===== config.mk =====
export PLATFORM = sky130hd
export DESIGN_NAME = afhp_top
export DESIGN_NICKNAME = d
export VERILOG_FILES = /design/src/logic/afhp_pkg.sv /design/src/logic/afhp_fifo_mem.sv /design/src/logic/afhp_top.sv
export SDC_FILE = /design/constraint.sdc
export NUM_CORES = 1
export LEC_CHECK = 0
export ABC_CLOCK_PERIOD_IN_PS = 2500
export BUFFER_PORTS_ARGS = -buffer_cell sky130_fd_sc_hd__buf_4
export CORE_MARGIN = 8
export CORE_UTILIZATION = 54
export CTS_CLUSTER_DIAMETER = 80
export DETAILED_ROUTE_END_ITERATION = 16
export PLACE_DENSITY_LB_ADDON = 0.1
export SYNTH_ARGS = -nofsm -noshare
export SYNTH_HDL_FRONTEND = slang
export SYNTH_HIERARCHICAL = 1
export SYNTH_SLANG_ARGS = --single-unit

===== constraint.sdc =====
create_clock -name clk_in -period 2.5 [get_ports clk_in]
set_input_delay 0.5 -clock clk_in [delete_from_list [all_inputs] [get_ports clk_in]]
set_output_delay 0.5 -clock clk_in [all_outputs]
set_load 0.01 [all_outputs]

===== src/logic/afhp_pkg.sv =====
package afhp_pkg;
  // ------------------------------------------------------------
  // widths and depth
  // ------------------------------------------------------------
  localparam int DATA_W      = 12;
  localparam int FIFO_DEPTH  = 16;
  localparam int CNT_W       = 5;
  localparam int ADDR_W      = 4;
  // ------------------------------------------------------------
  // second control register field positions and reset values
  // ------------------------------------------------------------
  localparam int THR_LO_BIT  = 2;
  localparam int THR_HI_BIT  = 3;
  localparam int TYPE_BIT    = 4;
  localparam int POL_BIT     = 5;
  localparam int DIR_BIT     = 6;
  localparam int FRST_BIT    = 1;
  localparam logic [1:0] THR_RST  = 2'h0;
  localparam logic       TYPE_RST = 1'h1;
  localparam logic       POL_RST  = 1'h1;
  localparam logic       DIR_RST  = 1'h0;
  // ------------------------------------------------------------
  // threshold tables, one and two channels
  // ------------------------------------------------------------
  localparam logic [CNT_W-1:0] THR1_0 = 5'h01;
  localparam logic [CNT_W-1:0] THR1_1 = 5'h04;
  localparam logic [CNT_W-1:0] THR1_2 = 5'h08;
  localparam logic [CNT_W-1:0] THR1_3 = 5'h0e;
  localparam logic [CNT_W-1:0] THR2_0 = 5'h02;
  localparam logic [CNT_W-1:0] THR2_1 = 5'h04;
  localparam logic [CNT_W-1:0] THR2_2 = 5'h08;
  localparam logic [CNT_W-1:0] THR2_3 = 5'h0c;
  // ------------------------------------------------------------
  // carriers
  // ------------------------------------------------------------
  typedef struct packed {
    logic             valid;
    logic [DATA_W-1:0] data;
  } afhp_sample_t;
  typedef struct packed {
    logic       dir_mode;
    logic       pol_high;
    logic       pulse_type;
    logic [1:0] thr_code;
  } afhp_cfg_t;
  typedef enum logic [1:0] {
    AFHP_IDLE  = 2'b00,
    AFHP_ARMED = 2'b01,
    AFHP_DRAIN = 2'b10
  } afhp_state_t;
endpackage


===== src/logic/afhp_fifo_mem.sv =====
`timescale 1ns/1ps
`default_nettype none
module afhp_fifo_mem #(
  parameter int DW = 12,
  parameter int AW = 4
) (
  // clock
  input  wire logic          clk_in,
  // write port
  input  wire logic          wr_en_in,
  input  wire logic [AW-1:0] wr_addr_in,
  input  wire logic [DW-1:0] wr_data_in,
  // read port
  input  wire logic          rd_en_in,
  input  wire logic [AW-1:0] rd_addr_in,
  output logic      [DW-1:0] rd_data_out
);
  logic [DW-1:0] mem [0:(1<<AW)-1];
  always_ff @(posedge clk_in) begin
    if (wr_en_in) begin
      mem[wr_addr_in] <= wr_data_in;
    end
    if (rd_en_in) begin
      rd_data_out <= mem[rd_addr_in];
    end
  end
endmodule
`default_nettype wire


===== src/logic/afhp_top.sv =====
// Functional notes
// threshold from bits 3:2 of second control register; flag when count reaches it
// one channel: codes 0..3 give thresholds 1, 4, 8, 14
// two channels: codes 0..3 give thresholds 2, 4, 8, 12
// each input is one channel; results leave fifo in fixed channel order
// read strobe needs both selects and read, write idle; pops word, drives bus
// write strobe needs both selects and write, read idle; loads addressed register
// write input can become a combined read/write direction line
// polarity and type bits: 00 low level, 01 low pulse, 10 high level, 11 high pulse
// flag goes active when threshold met; return depends on level or pulse
// level form: inactive at first of threshold reads; recheck after that many reads
// host should pick level form in single conversion mode
// pulse form lasts half a sample pace clock period
// next pulse only after threshold reads done and condition holds again
// host ties read input high in combined direction mode
// bit 6 selects direction-line scheme; read input then ignored
// first select active low, second select active high
// fifo holds sixteen words; compare uses unread word count
`timescale 1ns/1ps
`default_nettype none
module afhp_top
#(
  parameter int DW    = afhp_pkg::DATA_W,
  parameter int DEPTH = afhp_pkg::FIFO_DEPTH
) (
  // clock and reset
  input  wire logic                   clk_in,
  input  wire logic                   arst_n_in,
  // processor bus pins
  input  wire logic                   select_low_n_in,
  input  wire logic                   select_high_in,
  input  wire logic                   read_n_in,
  input  wire logic                   write_n_in,
  input  wire logic                   reg_addr_in,
  input  wire logic [DW-1:0]          bus_data_in,
  output logic      [DW-1:0]          bus_data_out,
  output logic                        bus_data_oe_out,
  // converter side
  input  wire logic                   sample_pace_clock_in,
  input  wire afhp_pkg::afhp_sample_t sample_in,
  input  wire logic                   two_channel_in,
  // status and configuration view
  output logic                        words_ready_flag_out,
  output afhp_pkg::afhp_cfg_t         cfg_out,
  output logic [afhp_pkg::CNT_W-1:0]  fill_count_out,
  output logic                        overflow_out,
  output logic [DW-1:0]               ctrl0_out
);
  import afhp_pkg::*;
  // ------------------------------------------------------------
  // reset release and pin synchronisers
  // ------------------------------------------------------------
  logic [1:0] rst_sync_ff;
  logic       rst_n;
  always_ff @(posedge clk_in or negedge arst_n_in) begin
    if (!arst_n_in) begin
      rst_sync_ff <= 2'h0;
    end else begin
      rst_sync_ff <= {rst_sync_ff[0], 1'b1};
    end
  end
  assign rst_n = rst_sync_ff[1];
  // data and address ride through the same stages as the strobes
  logic [DW+5:0] pin_s1_ff;
  logic [DW+5:0] pin_s2_ff;
  always_ff @(posedge clk_in or negedge rst_n) begin
    if (!rst_n) begin
      pin_s1_ff <= {{(DW+1){1'b0}}, 5'h0d};
      pin_s2_ff <= {{(DW+1){1'b0}}, 5'h0d};
    end else begin
      pin_s1_ff <= {reg_addr_in, bus_data_in, sample_pace_clock_in, read_n_in, write_n_in,
                    select_high_in, select_low_n_in};
      pin_s2_ff <= pin_s1_ff;
    end
  end
  logic sel_lo_n;
  logic sel_hi;
  logic wr_n;
  logic rd_n;
  logic pace;
  assign sel_lo_n = pin_s2_ff[0];
  assign sel_hi   = pin_s2_ff[1];
  assign wr_n     = pin_s2_ff[2];
  assign rd_n     = pin_s2_ff[3];
  assign pace     = pin_s2_ff[4];
  // ------------------------------------------------------------
  // strobe decode
  // ------------------------------------------------------------
  afhp_cfg_t cfg_ff;
  logic      both_sel;
  logic      rd_strobe;
  logic      wr_strobe;
  assign both_sel  = !sel_lo_n && sel_hi;
  // direction line high reads, low writes; read pin ignored
  assign rd_strobe = both_sel && (cfg_ff.dir_mode ? wr_n
                                                  : (!rd_n && wr_n));
  assign wr_strobe = both_sel && (cfg_ff.dir_mode ? !wr_n
                                                  : (!wr_n && rd_n));
  logic rd_strobe_ff;
  logic wr_strobe_ff;
  always_ff @(posedge clk_in or negedge rst_n) begin
    if (!rst_n) begin
      rd_strobe_ff <= 1'b0;
      wr_strobe_ff <= 1'b0;
    end else begin
      rd_strobe_ff <= rd_strobe;
      wr_strobe_ff <= wr_strobe;
    end
  end
  logic rd_start;
  logic wr_end;
  assign rd_start = rd_strobe && !rd_strobe_ff;
  assign wr_end   = !wr_strobe && wr_strobe_ff;
  // ------------------------------------------------------------
  // control registers
  // ------------------------------------------------------------
  logic [DW-1:0] wr_word_ff;
  logic          wr_addr_ff;
  logic [DW-1:0] ctrl0_ff;
  logic          fifo_clear;
  assign fifo_clear = wr_end && wr_addr_ff && wr_word_ff[FRST_BIT];
  always_ff @(posedge clk_in or negedge rst_n) begin
    if (!rst_n) begin
      wr_word_ff <= '0;
      wr_addr_ff <= 1'b0;
      ctrl0_ff   <= '0;
      cfg_ff     <= '{DIR_RST, POL_RST, TYPE_RST, THR_RST};
    end else begin
      if (wr_strobe) begin
        wr_word_ff <= pin_s2_ff[DW+4:5];
        wr_addr_ff <= pin_s2_ff[DW+5];
      end
      if (wr_end && !wr_addr_ff) begin
        ctrl0_ff <= wr_word_ff;
      end
      if (wr_end && wr_addr_ff) begin
        cfg_ff.dir_mode   <= wr_word_ff[DIR_BIT];
        cfg_ff.pol_high   <= wr_word_ff[POL_BIT];
        cfg_ff.pulse_type <= wr_word_ff[TYPE_BIT];
        cfg_ff.thr_code   <= wr_word_ff[THR_HI_BIT:THR_LO_BIT];
      end
    end
  end

  // ------------------------------------------------------------
  // result fifo
  // ------------------------------------------------------------
  logic [ADDR_W-1:0] wr_ptr_ff;
  logic [ADDR_W-1:0] rd_ptr_ff;
  logic [CNT_W-1:0]  count_ff;
  logic              ovfl_ff;
  logic              push;
  logic              pop;
  logic              full;
  assign full = (count_ff == CNT_W'(DEPTH));
  assign push = sample_in.valid && !full;
  assign pop  = rd_start && (count_ff != '0);
  always_ff @(posedge clk_in or negedge rst_n) begin
    if (!rst_n) begin
      wr_ptr_ff <= '0;
      rd_ptr_ff <= '0;
      count_ff  <= '0;
      ovfl_ff   <= 1'b0;
    end else if (fifo_clear) begin
      wr_ptr_ff <= '0;
      rd_ptr_ff <= '0;
      count_ff  <= '0;
      ovfl_ff   <= sample_in.valid && full;
    end else begin
      if (push) begin
        wr_ptr_ff <= wr_ptr_ff + 1'b1;
      end
      if (pop) begin
        rd_ptr_ff <= rd_ptr_ff + 1'b1;
      end
      count_ff <= count_ff + CNT_W'(push) - CNT_W'(pop);
      if (sample_in.valid && full) begin
        ovfl_ff <= 1'b1;
      end
    end
  end

  logic [DW-1:0] mem_rd_data;
  afhp_fifo_mem #(
    .DW (DW),
    .AW (ADDR_W)
  ) u_mem (
    .clk_in      (clk_in),
    .wr_en_in    (push),
    .wr_addr_in  (wr_ptr_ff),
    .wr_data_in  (sample_in.data),
    .rd_en_in    (pop),
    .rd_addr_in  (rd_ptr_ff),
    .rd_data_out (mem_rd_data)
  );

  // ------------------------------------------------------------
  // threshold selection
  // ------------------------------------------------------------
  logic [CNT_W-1:0] thr_one;
  logic [CNT_W-1:0] thr_two;
  logic [CNT_W-1:0] thr_level;
  assign thr_one = (cfg_ff.thr_code == 2'h0) ? THR1_0 :
                   (cfg_ff.thr_code == 2'h1) ? THR1_1 :
                   (cfg_ff.thr_code == 2'h2) ? THR1_2 : THR1_3;
  assign thr_two = (cfg_ff.thr_code == 2'h0) ? THR2_0 :
                   (cfg_ff.thr_code == 2'h1) ? THR2_1 :
                   (cfg_ff.thr_code == 2'h2) ? THR2_2 : THR2_3;
  assign thr_level = two_channel_in ? thr_two : thr_one;
  logic thr_met;
  assign thr_met = (count_ff >= thr_level);

  // ------------------------------------------------------------
  // data-available sequencer
  // ------------------------------------------------------------
  afhp_state_t      state_ff;
  afhp_state_t      nxt_state;
  logic [CNT_W-1:0] reads_left_ff;
  logic [CNT_W-1:0] nxt_reads_left;
  logic             active_ff;
  logic             nxt_active;
  logic             pace_ff;
  logic             pace_edge;
  assign pace_edge = (pace != pace_ff);
  always_comb begin
    nxt_state      = state_ff;
    nxt_reads_left = reads_left_ff;
    nxt_active     = active_ff;
    case (state_ff)
      AFHP_IDLE: begin
        if (thr_met) begin
          nxt_state      = AFHP_ARMED;
          nxt_active     = 1'b1;
          nxt_reads_left = thr_level;
        end
      end
      AFHP_ARMED: begin
        // pulse ends on next half period of the pace clock
        if (cfg_ff.pulse_type && pace_edge) begin
          nxt_active = 1'b0;
        end
        if (pop) begin
          nxt_active     = 1'b0;
          nxt_state      = AFHP_DRAIN;
          nxt_reads_left = reads_left_ff - 1'b1;
        end
      end
      AFHP_DRAIN: begin
        if (pop) begin
          nxt_reads_left = reads_left_ff - 1'b1;
        end
        if ((reads_left_ff == '0) || fifo_clear) begin
          nxt_state = AFHP_IDLE;
        end
      end
      default: begin
        nxt_state  = AFHP_IDLE;
        nxt_active = 1'b0;
      end
    endcase
    if (fifo_clear) begin
      nxt_state  = AFHP_IDLE;
      nxt_active = 1'b0;
    end
  end
  always_ff @(posedge clk_in or negedge rst_n) begin
    if (!rst_n) begin
      state_ff      <= AFHP_IDLE;
      reads_left_ff <= '0;
      active_ff     <= 1'b0;
      pace_ff       <= 1'b0;
    end else begin
      state_ff      <= nxt_state;
      reads_left_ff <= nxt_reads_left;
      active_ff     <= nxt_active;
      pace_ff       <= pace;
    end
  end

  // ------------------------------------------------------------
  // outputs
  // ------------------------------------------------------------
  logic flag_ff;
  always_ff @(posedge clk_in or negedge rst_n) begin
    if (!rst_n) begin
      flag_ff <= !POL_RST;
    end else begin
      flag_ff <= cfg_ff.pol_high ? nxt_active : !nxt_active;
    end
  end
  assign words_ready_flag_out = flag_ff;
  assign bus_data_out         = mem_rd_data;
  assign bus_data_oe_out      = rd_strobe_ff;
  assign cfg_out              = cfg_ff;
  assign fill_count_out       = count_ff;
  assign overflow_out         = ovfl_ff;
  assign ctrl0_out            = ctrl0_ff;
endmodule
`default_nettype wire


# [Yosys cells after proc, flatten, opt, wreduce, memory -nomap -nowiden]
# Memories as Yosys holds them, arrays and structs flattened. A register that Yosys moved wholly into a read port is not among the register bits.
# Index checks and enable logic that the tools add are counted.
[classes] magnitude_cmp=1 reduce_logical=34 n_mux=32 addsub=5 eq_ne=11
[op_table] op="2-to-1 mux 4 bit" count=9
[op_table] op="2-to-1 mux 5 bit" count=3
[op_table] op="logical AND 1 bit" count=14
[op_table] op="2-to-1 mux 1 bit" count=11
[op_table] op="one-hot mux 5 bit (2 select lines)" count=1
[op_table] op="inequality test 3 bit (second input constant)" count=3
[op_table] op="adder 4 x 1 -> 4 bit (second input constant)" count=2
[op_table] op="zero test 1 bit" count=8
[op_table] op="2-to-1 mux 2 bit" count=4
[op_table] op="nonzero test 2 bit" count=4
[op_table] op="2-to-1 mux 3 bit" count=2
[op_table] op="one-hot mux 2 bit (3 select lines)" count=1
[op_table] op="AND reduction 3 bit" count=2
[op_table] op="adder 5 x 1 -> 5 bit" count=1
[op_table] op="equality test 5 bit (second input constant)" count=1
[op_table] op=">= comparator 5 x 4 -> 1 bit" count=1
[op_table] op="zero test 5 bit" count=1
[op_table] op="nonzero test 5 bit" count=1
[op_table] op="subtractor 5 x 1 -> 5 bit" count=1
[op_table] op="subtractor 5 x 1 -> 5 bit (second input constant)" count=1
[op_table] op="equality test 2 x 1 -> 1 bit (second input constant)" count=2
[op_table] op="equality test 2 bit (second input constant)" count=2
[op_table] op="zero test 2 bit" count=2
[op_table] op="one-hot mux 1 bit (3 select lines)" count=1
[op_table] op="other kinds (5)" count=5
[word_totals] word_cells=105 inputBits=34 mem_count=1 mem_bits_rw=192 ff_bits=94
[memory_table] name="u_mem.mem" depth=16 width=12 rd=1 rd_clocked_by_memory_dff=1 write_ports=1 line="afhp_fifo_mem.sv:18" text="logic [DW-1:0] mem [0:(1<<AW)-1];"

# [Logic depth before layout (Yosys ltp)]
# Gate-level depths: netlist (run 1).
[depth] ltp_word=12 mapped_depth=14 depth_no_buf=14

# [Cells and area by module]
# The synthesis (run 1) kept the hierarchy.
[by_module_without_submodules] mod="afhp_fifo_mem" area_per_inst_um2=7719.9 cells_each=329 seq_area_each_um2=6125.9 n_inst=1
[by_module_without_submodules] mod="afhp_top" area_per_inst_um2=3828.7 cells_each=285 seq_area_each_um2=2362.3 n_inst=1

# [Worst setup path after synthesis (run 1)]
# OpenSTA, ideal clock, no wires.
[synth_path] path_type="register to register" from="register count_ff[2] (netlist: fill_count_out[2])" to="register count_ff[4] (netlist: fill_count_out[4])" required_time_ps=2368 setup_ps=132 slack_ps=-432 t_arrival_ps=2800 stages_incl_launch_ff=15 cell_sequence="dfrtp_1 > inv_1 > ha_1 > a31oi_2 > nand2_2 > inv_1 > ha_1 > inv_1 > ha_1 > fa_1 > a21oi_1 > nor2_1 > nor2_1 > xnor2_1 > nor2_1"
[synth_via] elab_cells_between_ends=8 cone_classes="add/sub: 2; eq/ne: 1; mux: 1; reduce/logical: 4"
[synth_lines] item="start, declared" line="afhp_top.sv:150" text="logic [CNT_W-1:0] count_ff;"
[synth_lines] item="start signal, assigned" line="afhp_top.sv:176" text="count_ff <= count_ff + CNT_W'(push) - CNT_W'(pop);"
[synth_lines] item="nonzero test 5 bit" line="afhp_top.sv:157" text="assign pop = rd_start && (count_ff != '0);"
[synth_lines] item="logical AND 1 bit" line="afhp_top.sv:157"
[synth_lines] item="named net pop" line="afhp_top.sv:153" text="logic pop;"
[synth_lines] item="subtractor 5 x 1 -> 5 bit" line="afhp_top.sv:176"
[synth_lines] item="2-to-1 mux 5 bit" line="afhp_top.sv:164" text="end else if (fifo_clear) begin"
# The timed path passes the listed nets, and every way through them passes these cells.
# A chain may end at the register's enable or synchronous reset.

# [Worst setup path after layout (run 1)]
[layout_path] from="register count_ff[2] (netlist: fill_count_out[2])" to="memory u_mem.mem[7][1], enable pin"
[layout_via] elab_chain_cells=5
[layout_rtl] item="equality test 5 bit" line="afhp_top.sv:155" text="assign full = (count_ff == CNT_W'(DEPTH));"
[layout_rtl] item="zero test 1 bit" line="afhp_top.sv:156" text="assign push = sample_in.valid && !full;"
[layout_rtl] item="logical AND 1 bit" line="afhp_top.sv:156"
[layout_rtl] item="named net push" line="afhp_top.sv:152" text="logic push;"
[layout_rtl] item="2-to-1 mux 1 bit" line="afhp_fifo_mem.sv:20" text="if (wr_en_in) begin"
[layout_rtl] item="2-to-1 mux 1 bit (not written as such)" line="afhp_fifo_mem.sv:21" text="mem[wr_addr_in] <= wr_data_in;"
[layout_rtl] item="end, declared" line="afhp_fifo_mem.sv:18"
# The timed path passes the listed nets, and every way through them passes these cells.

==> results.py, run 1 <==
metrics = {
    "synthesis": {
        "synthFlopType": "edfxtp_1",
        "seq_area_frac_synth_pct": 73.5,
        "synthArstFlopShare_pct": 31.5,
        "syn_nets": 668,
        "synth_edf_count": 204,
        "synth_area_per_cell_um2": 18.8,
        "synth_cells": 614,
        "netlist_area_um2": 11500,
        "yosys_warnings": 6,
        "ys_ff_latch": 298,
        "synth_cell_type_count": 58,
    },
    "finish": {
        "synthToLayoutAreaGrowth_pct": 19.5,
        "fin_nets": 793,
        "layout-drive-gt1-share_pct": 33.9,
        "diodes": 0,
    },
    "placed_design": {
        "io_buffers": 70,
        "dp_slack_ns": -0.168,
        "gp_congestion": 0.799,
        "dp_hpwl_mm": 14.7,
    },
    "routing": {
        "drc": 0,
        "viasPerCell": 5.77,
        "top_layer": "met4",
        "ant_nets": 0,
        "dr_wl_met3_mm": 1.40,
        "wl_met1_mm": 9.49,
        "drt_iter0_markers": 362,
        "wire_per_inst_um": 22.0,
        "met2_length_mm": 11.2,
        "vias": 5976,
        "firstDrtPassIters": 5,
        "routed_wl_mm": 22.8,
    },
    "setup_path": {
        "critPathBufInv": 2,
        "cp_max_fo": 12,
        "r2r_start": "fill_count_out[2]",
        "cp-start-kind": "flip-flop",
        "cp_cell_sequence": "inv_2 > ha_4 > nor4bb_4 > nand2b_4 > inv_1 > nand3b_1 > nor2_1",
        "reg2regPathDepth": 7,
        "r2r_end": "u_mem/mem[7][1]",
        "arrival_ns": 2.59,
        "end_kind": "flip-flop",
        "crit_family": "simple AND/OR/NAND/NOR gates",
        "crit_slowest_cell": "nor2_1",
        "path_depth": 7,
        "max_stage_delay_ns": 0.91,
        "crit_type": "flip-flop to flip-flop",
        "r2r_slack_ns": 0.07,
        "crit_required_ns": 2.66,
    },
    "floorplanning": {
        "start_util_pct": 54.9,
        "coreArea_um2": 21000,
        "die_w_um": 162,
        "std_cell_rows": 53,
        "io_pins": 71,
        "die-area_um2": 26300,
        "die_y_um": 162,
    },
    "sta": {
        "tightest_slew_ns": 1.17,
        "hold_viol": 0,
        "fmax_mhz": 412,
        "finalCritPeriodShare_pct": 97.2,
        "final-max-slew-violation-count": 0,
        "setup_viol": 0,
        "max_slew_margin_pct": 21.9,
        "finalSetupTns_ns": 0,
        "rsz0062_at_grt": "true",
        "postLayoutSetupSlackWorst_ns": 0.0712,
        "fin_crit_ns": 2.43,
        "clock_skew_ns": 0.00811,
    },
    "cts": {
        "cts_buffers": 30,
        "cts-root-buf": "clkbuf_16",
        "htreeDepth": 1,
        "cts_sinks": 298,
        "clk_latency_ns": 0.54,
        "clk_path_buf_depth": 3,
        "clkTransAtPathRegs_ns": 0.06,
        "cts_tree": "yes",
    },
    "pwr": {
        "p_leak_nw": 5.15,
        "power_density_nw_per_um2": 1110,
        "irDropWorstVdd_mv": 0.793,
    },
    "global_routing": {
        "antenna_found_initial": 0,
        "grt_use_total_pct": 17.5,
        "grt_max_degree": 60,
        "first_global_vias": 6379,
        "gr-total-overflow": 0,
        "grt_first_pass_wirelength_mm": 35.5,
    },
    "min_path": {
        "hold_depth": 1,
        "hold_path.class": "primary input to flip-flop",
        "worstHoldStart": "bus_data_in[7]",
        "holdPathEnd": "pin_s1_ff[12]",
    },
    "flow_run": {
        "cap_viol_max_count": 0,
    },
    "run_status": {
        "status": "completed",
    },
}
==> per-layer routing <==
metal  global-route usage [%]  vias up
li1                         -     2671
met1                     23.0     3066
met2                     29.5      190
met3                     3.01       49
met4                     5.43        0
met5                        0        -
==> sequential cells by signal, indices dropped and copies added, names as in the netlist <==
| register | count |
|---|---|
| active_ff | 1 |
| bus_data_oe_out | 1 |
| cfg_out | 5 |
| ctrl0_out | 12 |
| fill_count_out | 5 |
| overflow_out | 1 |
| pace_ff | 1 |
| pin_s1_ff | 18 |
| pin_s2_ff | 18 |
| rd_ptr_ff | 4 |
| reads_left_ff | 5 |
| rst_sync_ff | 2 |
| state_ff | 2 |
| u_mem/mem | 192 |
| u_mem/rd_data_out | 12 |
| words_ready_flag_out | 1 |
| wr_addr_ff | 1 |
| wr_ptr_ff | 4 |
| wr_strobe_ff | 1 |
| wr_word_ff | 12 |
==> kinds of logic (layout without fill, tap and decap cells) <==
kind of cell / count (synthesis) / after routing / synth area share [%]
flip-flops: 298 / 298 / 73.5
AND/OR/NAND/NOR: 109 / 109 / 4.83
multiplexers: 79 / 79 / 12.9
AO/OA/AOI/OAI: 56 / 56 / 3.82
buffers and inverters: 39 / 186 / 1.81
adder cells (fa/ha/maj): 20 / 20 / 2.23
XOR/XNOR: 12 / 12 / 0.910
other: 1 / 1 / 0.0325
==> synthesized netlist by cell type (all sizes together) (2+ instances only) <==
master | count | share of area, %
a2111o | 2 | 0.20
a211o | 2 | 0.15
a21o | 3 | 0.20
a21oi | 7 | 0.30
a22oi | 24 | 1.6
a31oi | 3 | 0.22
and2 | 2 | 0.11
and3 | 5 | 0.27
buf | 13 | 0.93
clkbuf | 8 | 0.29
dfrtp | 86 | 19
dfstp | 8 | 1.8
edfxtp | 204 | 53
ha | 19 | 2.1
inv | 18 | 0.59
mux2 | 30 | 2.9
mux4 | 48 | 9.8
nand2 | 24 | 0.80
nand2b | 8 | 0.43
nand3 | 5 | 0.22
nand3b | 4 | 0.26
nand4 | 4 | 0.22
nor2 | 29 | 0.94
nor2b | 6 | 0.33
nor3 | 10 | 0.48
nor4 | 4 | 0.22
o211ai | 2 | 0.13
o21a | 2 | 0.14
o21ai | 2 | 0.087
or2 | 3 | 0.18
or3b | 2 | 0.15
xnor2 | 5 | 0.38
xor2 | 7 | 0.53
==> what timing repair did <==
action,CTS,global route
setup buffers,0,1
hold buffers,1,0
endpoints found under the hold margin,2,0
endpoints found under the setup margin,37,41
pin swaps,3,7
gates resized for setup,5,14
==> cell type report <==
type	count	area, µm²
sequential	298	8500
fill	1406	7220
multi-input combinational	277	2980
timing repair buffer	114	983
clock buffer	36	805
tap	275	344
clock inverter	18	120
inverter	18	71.3
==> worst max path at each step <==
stage,startpoint,to,slack [ns]
after global routing,fill_count_out[2],u_mem/mem[7][4],-0.07
after floorplan,fill_count_out[3],fill_count_out[4],-0.26
after CTS,fill_count_out[2],fill_count_out[4],0.007
final,fill_count_out[2],u_mem/mem[7][1],0.07
after detailed placement,fill_count_out[2],fill_count_out[4],-0.17
after global placement,fill_count_out[3],fill_count_out[4],-0.08
==> layout by cell type, fill, tap and decap left out, types with 8 or more instances in the layout <==
cell | synthesis | final
buf_12 | 2 | 10
mux4_1 | 15 | 15
nand2_1 | 23 | 23
edfxtp_1 | 204 | 204
dfstp_2 | 8 | 8
nor2_1 | 29 | 26
inv_1 | 18 | 14
mux2_2 | 26 | 26
dfrtp_1 | 86 | 81
mux4_2 | 33 | 33
ha_1 | 19 | 17
clkbuf_16 | 0 | 31
buf_4 | 0 | 103
a22oi_1 | 24 | 24
==> report_power, final <==
group | internal [mW] | switching [mW]
Clock | 2.38 | 1.79
Combinational | 2.28 | 2.21
Sequential | 6.14 | 0.543
Total | 10.8 | 4.55
==> through the flow <==
| step | power, mW | area (µm²) | util (%) | hold WS (ns) | cells |
|---|---|---|---|---|---|
| 5_1_grt | 16.1 | 13800 | 65.6 | 0.0374 | 1036 |
| 3_3_place_gp | 11.0 | 12800 | 60.8 | 0.283 | 980 |
| 4_1_cts | 15.4 | 13700 | 65.4 | 0.0407 | 1035 |
| 2_1_floorplan | 9.60 | 11600 | - | 0.204 | 614 |
| 6_report | 15.4 | 13800 | 65.6 | 0.0606 | 1036 |
| 3_5_place_dp | 11.2 | 12800 | 60.8 | 0.285 | 980 |
==> worst reg2reg max path, cell delays in order (launching register included) <==
cell      delay [ns]
dfrtp_1         0.37
inv_2           0.06
ha_4            0.15
nor4bb_4        0.16
nand2b_4        0.17
inv_1           0.07
nand3b_1        0.15
nor2_1          0.91
No activity file was read; power rests on OpenSTA's default activity.
==> run 2: changes to the inputs <==
--- a/config.mk
+++ b/config.mk
@@ -6,7 +6,7 @@
 export NUM_CORES = 1
 export LEC_CHECK = 0
 export ABC_CLOCK_PERIOD_IN_PS = 2500
-export BUFFER_PORTS_ARGS = -buffer_cell sky130_fd_sc_hd__buf_4
+export BUFFER_PORTS_ARGS = -buffer_cell sky130_fd_sc_hd__buf_2
 export CORE_MARGIN = 8
 export CORE_UTILIZATION = 54
 export CTS_CLUSTER_DIAMETER = 80
==> constraint.sdc (replaced) <==
create_clock -name clk_in -period 2.5 [get_ports clk_in]
set_input_delay 0.25 -clock clk_in [delete_from_list [all_inputs] [get_ports clk_in]]
set_output_delay 0.25 -clock clk_in [all_outputs]
set_load 0.01 [all_outputs]
==> run 2 against run 1 <==
Net effect: count of clock-buffer cells in the layout up 7; worst setup slack worse by 0.060 ns; non-clock buffer count up 31; first-iteration DRC count down 9.1%; cell count up 2.7%; global-route usage up 0.89 points; hold slack worse by 0.040 ns; flip-flop and latch count unchanged; clock skew about the same; utilization up 0.78 points; routed wire length up 4.0%; largest cell class unchanged; highest routed layer unchanged.
==> results.py, run 2 (synthesized netlist as in run 1, its figures left out) <==
metrics = {
    "pwr": {
        "intPower_mw": 10.9,
        "switching_power_mw": 4.56,
        "combPwrFrac_pct": 29.4,
        "swShare_pct": 29.5,
        "power_density_nw_per_um2": 1110,
        "clkPwrFrac_pct": 27.4,
        "irDropWorstVdd_mv": 0.941,
        "p_leak_nw": 5.26,
        "pwr-share-seq_pct": 43.2,
    },
    "floorplanning": {
        "std_cell_rows": 53,
        "coreArea_um2": 21000,
        "io_pins": 71,
        "die_w_um": 162,
        "die-area_um2": 26300,
        "die_y_um": 162,
        "start_util_pct": 54.9,
    },
    "cts": {
        "cts_sinks": 298,
        "cts-root-buf": "clkbuf_16",
        "clk_path_buf_depth": 3,
        "clkTransAtPathRegs_ns": 0.06,
        "clk_latency_ns": 0.54,
        "cts_buffers": 30,
        "htreeDepth": 1,
        "cts_tree": "yes",
    },
    "setup_path": {
        "end_kind": "flip-flop",
        "crit_required_ns": 2.92,
        "r2r_start": "fill_count_out[2]",
        "reg2regPathDepth": 15,
        "cp_max_fo": 2,
        "crit_type": "flip-flop to flip-flop",
        "cp-start-kind": "flip-flop",
        "r2r_slack_ns": 0.01,
        "r2r_end": "fill_count_out[4]",
        "arrival_ns": 2.91,
    },
    "finish": {
        "regMostFlops": "u_mem/mem",
        "largest_register_ffs": 192,
        "synthToLayoutAreaGrowth_pct": 20.9,
        "reg_top3": "u_mem/mem x192, pin_s1_ff x18, pin_s2_ff x18",
        "mostFrequentLayoutCell": "edfxtp_1",
        "fin_area_um2": 14000,
        "final_cell_mix": "edfxtp_1 (204), dfrtp_1 (83), buf_2 (70)",
        "diodes": 0,
        "layout-drive-gt1-share_pct": 34.6,
        "fin_nets": 824,
    },
    "placed_design": {
        "place_area_um2": 12700,
        "dp_hpwl_mm": 15.1,
        "io_buffers": 70,
        "gp_congestion": 0.836,
    },
    "sta": {
        "finalSetupTns_ns": 0,
        "setup_viol": 0,
        "hold_viol": 0,
        "clock_skew_ns": 0.00795,
        "finalCritPeriodShare_pct": 99.6,
        "fmax_mhz": 402,
        "rsz0062_at_grt": "true",
        "tightest_slew_ns": 1.13,
        "fin_crit_ns": 2.49,
        "max_slew_margin_pct": 24.6,
        "final-max-slew-violation-count": 0,
    },
    "global_routing": {
        "first_global_vias": 6572,
        "grt_max_degree": 49,
        "grt_first_pass_wirelength_mm": 37.2,
        "antenna_found_initial": 0,
        "gr-total-overflow": 0,
        "grt_use_total_pct": 18.4,
    },
    "min_path": {
        "hold_path.class": "primary input to asynchronous set/reset pin",
    },
    "routing": {
        "routed_wl_mm": 23.7,
        "drt_iter0_markers": 329,
        "viasPerCell": 5.73,
        "ant_nets": 0,
        "vias": 6095,
        "firstDrtPassIters": 6,
        "drc": 0,
        "wire_per_inst_um": 22.3,
    },
    "run_status": {
        "status": "completed",
    },
    "flow_run": {
        "cap_viol_max_count": 0,
    },
}
==> run 2: per-stage QoR <==
stage               utilization, %  hold slack (ns)  setup slack (ns)  std cells  power, mW
finish                        66.4           0.0206            0.0111       1064       15.5
global route                  66.4           0.0210           -0.0919       1064       16.3
CTS                           65.9         0.000201            0.0133       1059       15.5
detailed placement            60.2           0.0379            -0.204        987       11.1
global placement              60.2           0.0347           -0.0166        987       10.9
floorplan                        -          -0.0456            -0.264        614       9.60
==> run 2: worst max path at each step <==
stage,cells after the start,end,startpoint
final,15,fill_count_out[4],fill_count_out[2]
after global placement,14,fill_count_out[4],pin_s2_ff[3]
after floorplan,14,fill_count_out[4],fill_count_out[3]
after global routing,15,fill_count_out[4],fill_count_out[2]
after detailed placement,13,fill_count_out[4],fill_count_out[2]
after CTS,14,fill_count_out[4],pin_s2_ff[3]
==> run 2: repair_timing <==
item,CTS,global route
resized for setup,10,13
buffers inserted,1,6
hold buffers,20,0
pin swaps,5,11
endpoints found under the hold margin,21,0
cloned,0,0
endpoints found under the setup margin,13,61
==> run 2: routing by layer <==
metal / vias up / global-route usage [%] / share of wire [%]
li1: 2724 / - / -
met1: 3143 / 22.5 / 39
met2: 183 / 33.4 / 53
met3: 45 / 3.09 / 5.3
met4: 0 / 4.59 / 2.1
met5: - / 0 / 0
==> run 2: layout make-up <==
cell class              count  area [µm²]
well taps                 275         344
flip-flops and latches    298        8490
repair buffers            145        1090
multi-input cells         277        3010
clock inverters             8        50.0
fillers                  1392        7060
clock buffers              43         903
inverters                  18        71.3
==> run 2: worst max-delay path: stages, from the launching register on <==
cell        delay, ns
dfrtp_1          0.39
inv_2            0.09
ha_4             0.14
buf_6            0.09
a31oi_4          0.08
nand2_4          0.09
clkinvlp_4       0.10
ha_4             0.27
inv_2            0.04
ha_4             0.16
fa_2             0.36
a21oi_2          0.15
nor2_1           0.06
nor2_1           0.13
xnor2_1          0.15
nor2_1           0.07
==> run 2: power by group through the flow <==
stage	Sequential, mW	Clock, mW	Combinational, mW
detailed placement	6.74	0	4.35
global route	6.77	4.51	4.97
finish	6.68	4.23	4.55
CTS	6.68	4.33	4.45
floorplan	6.68	0	2.92
global placement	6.69	0	4.22
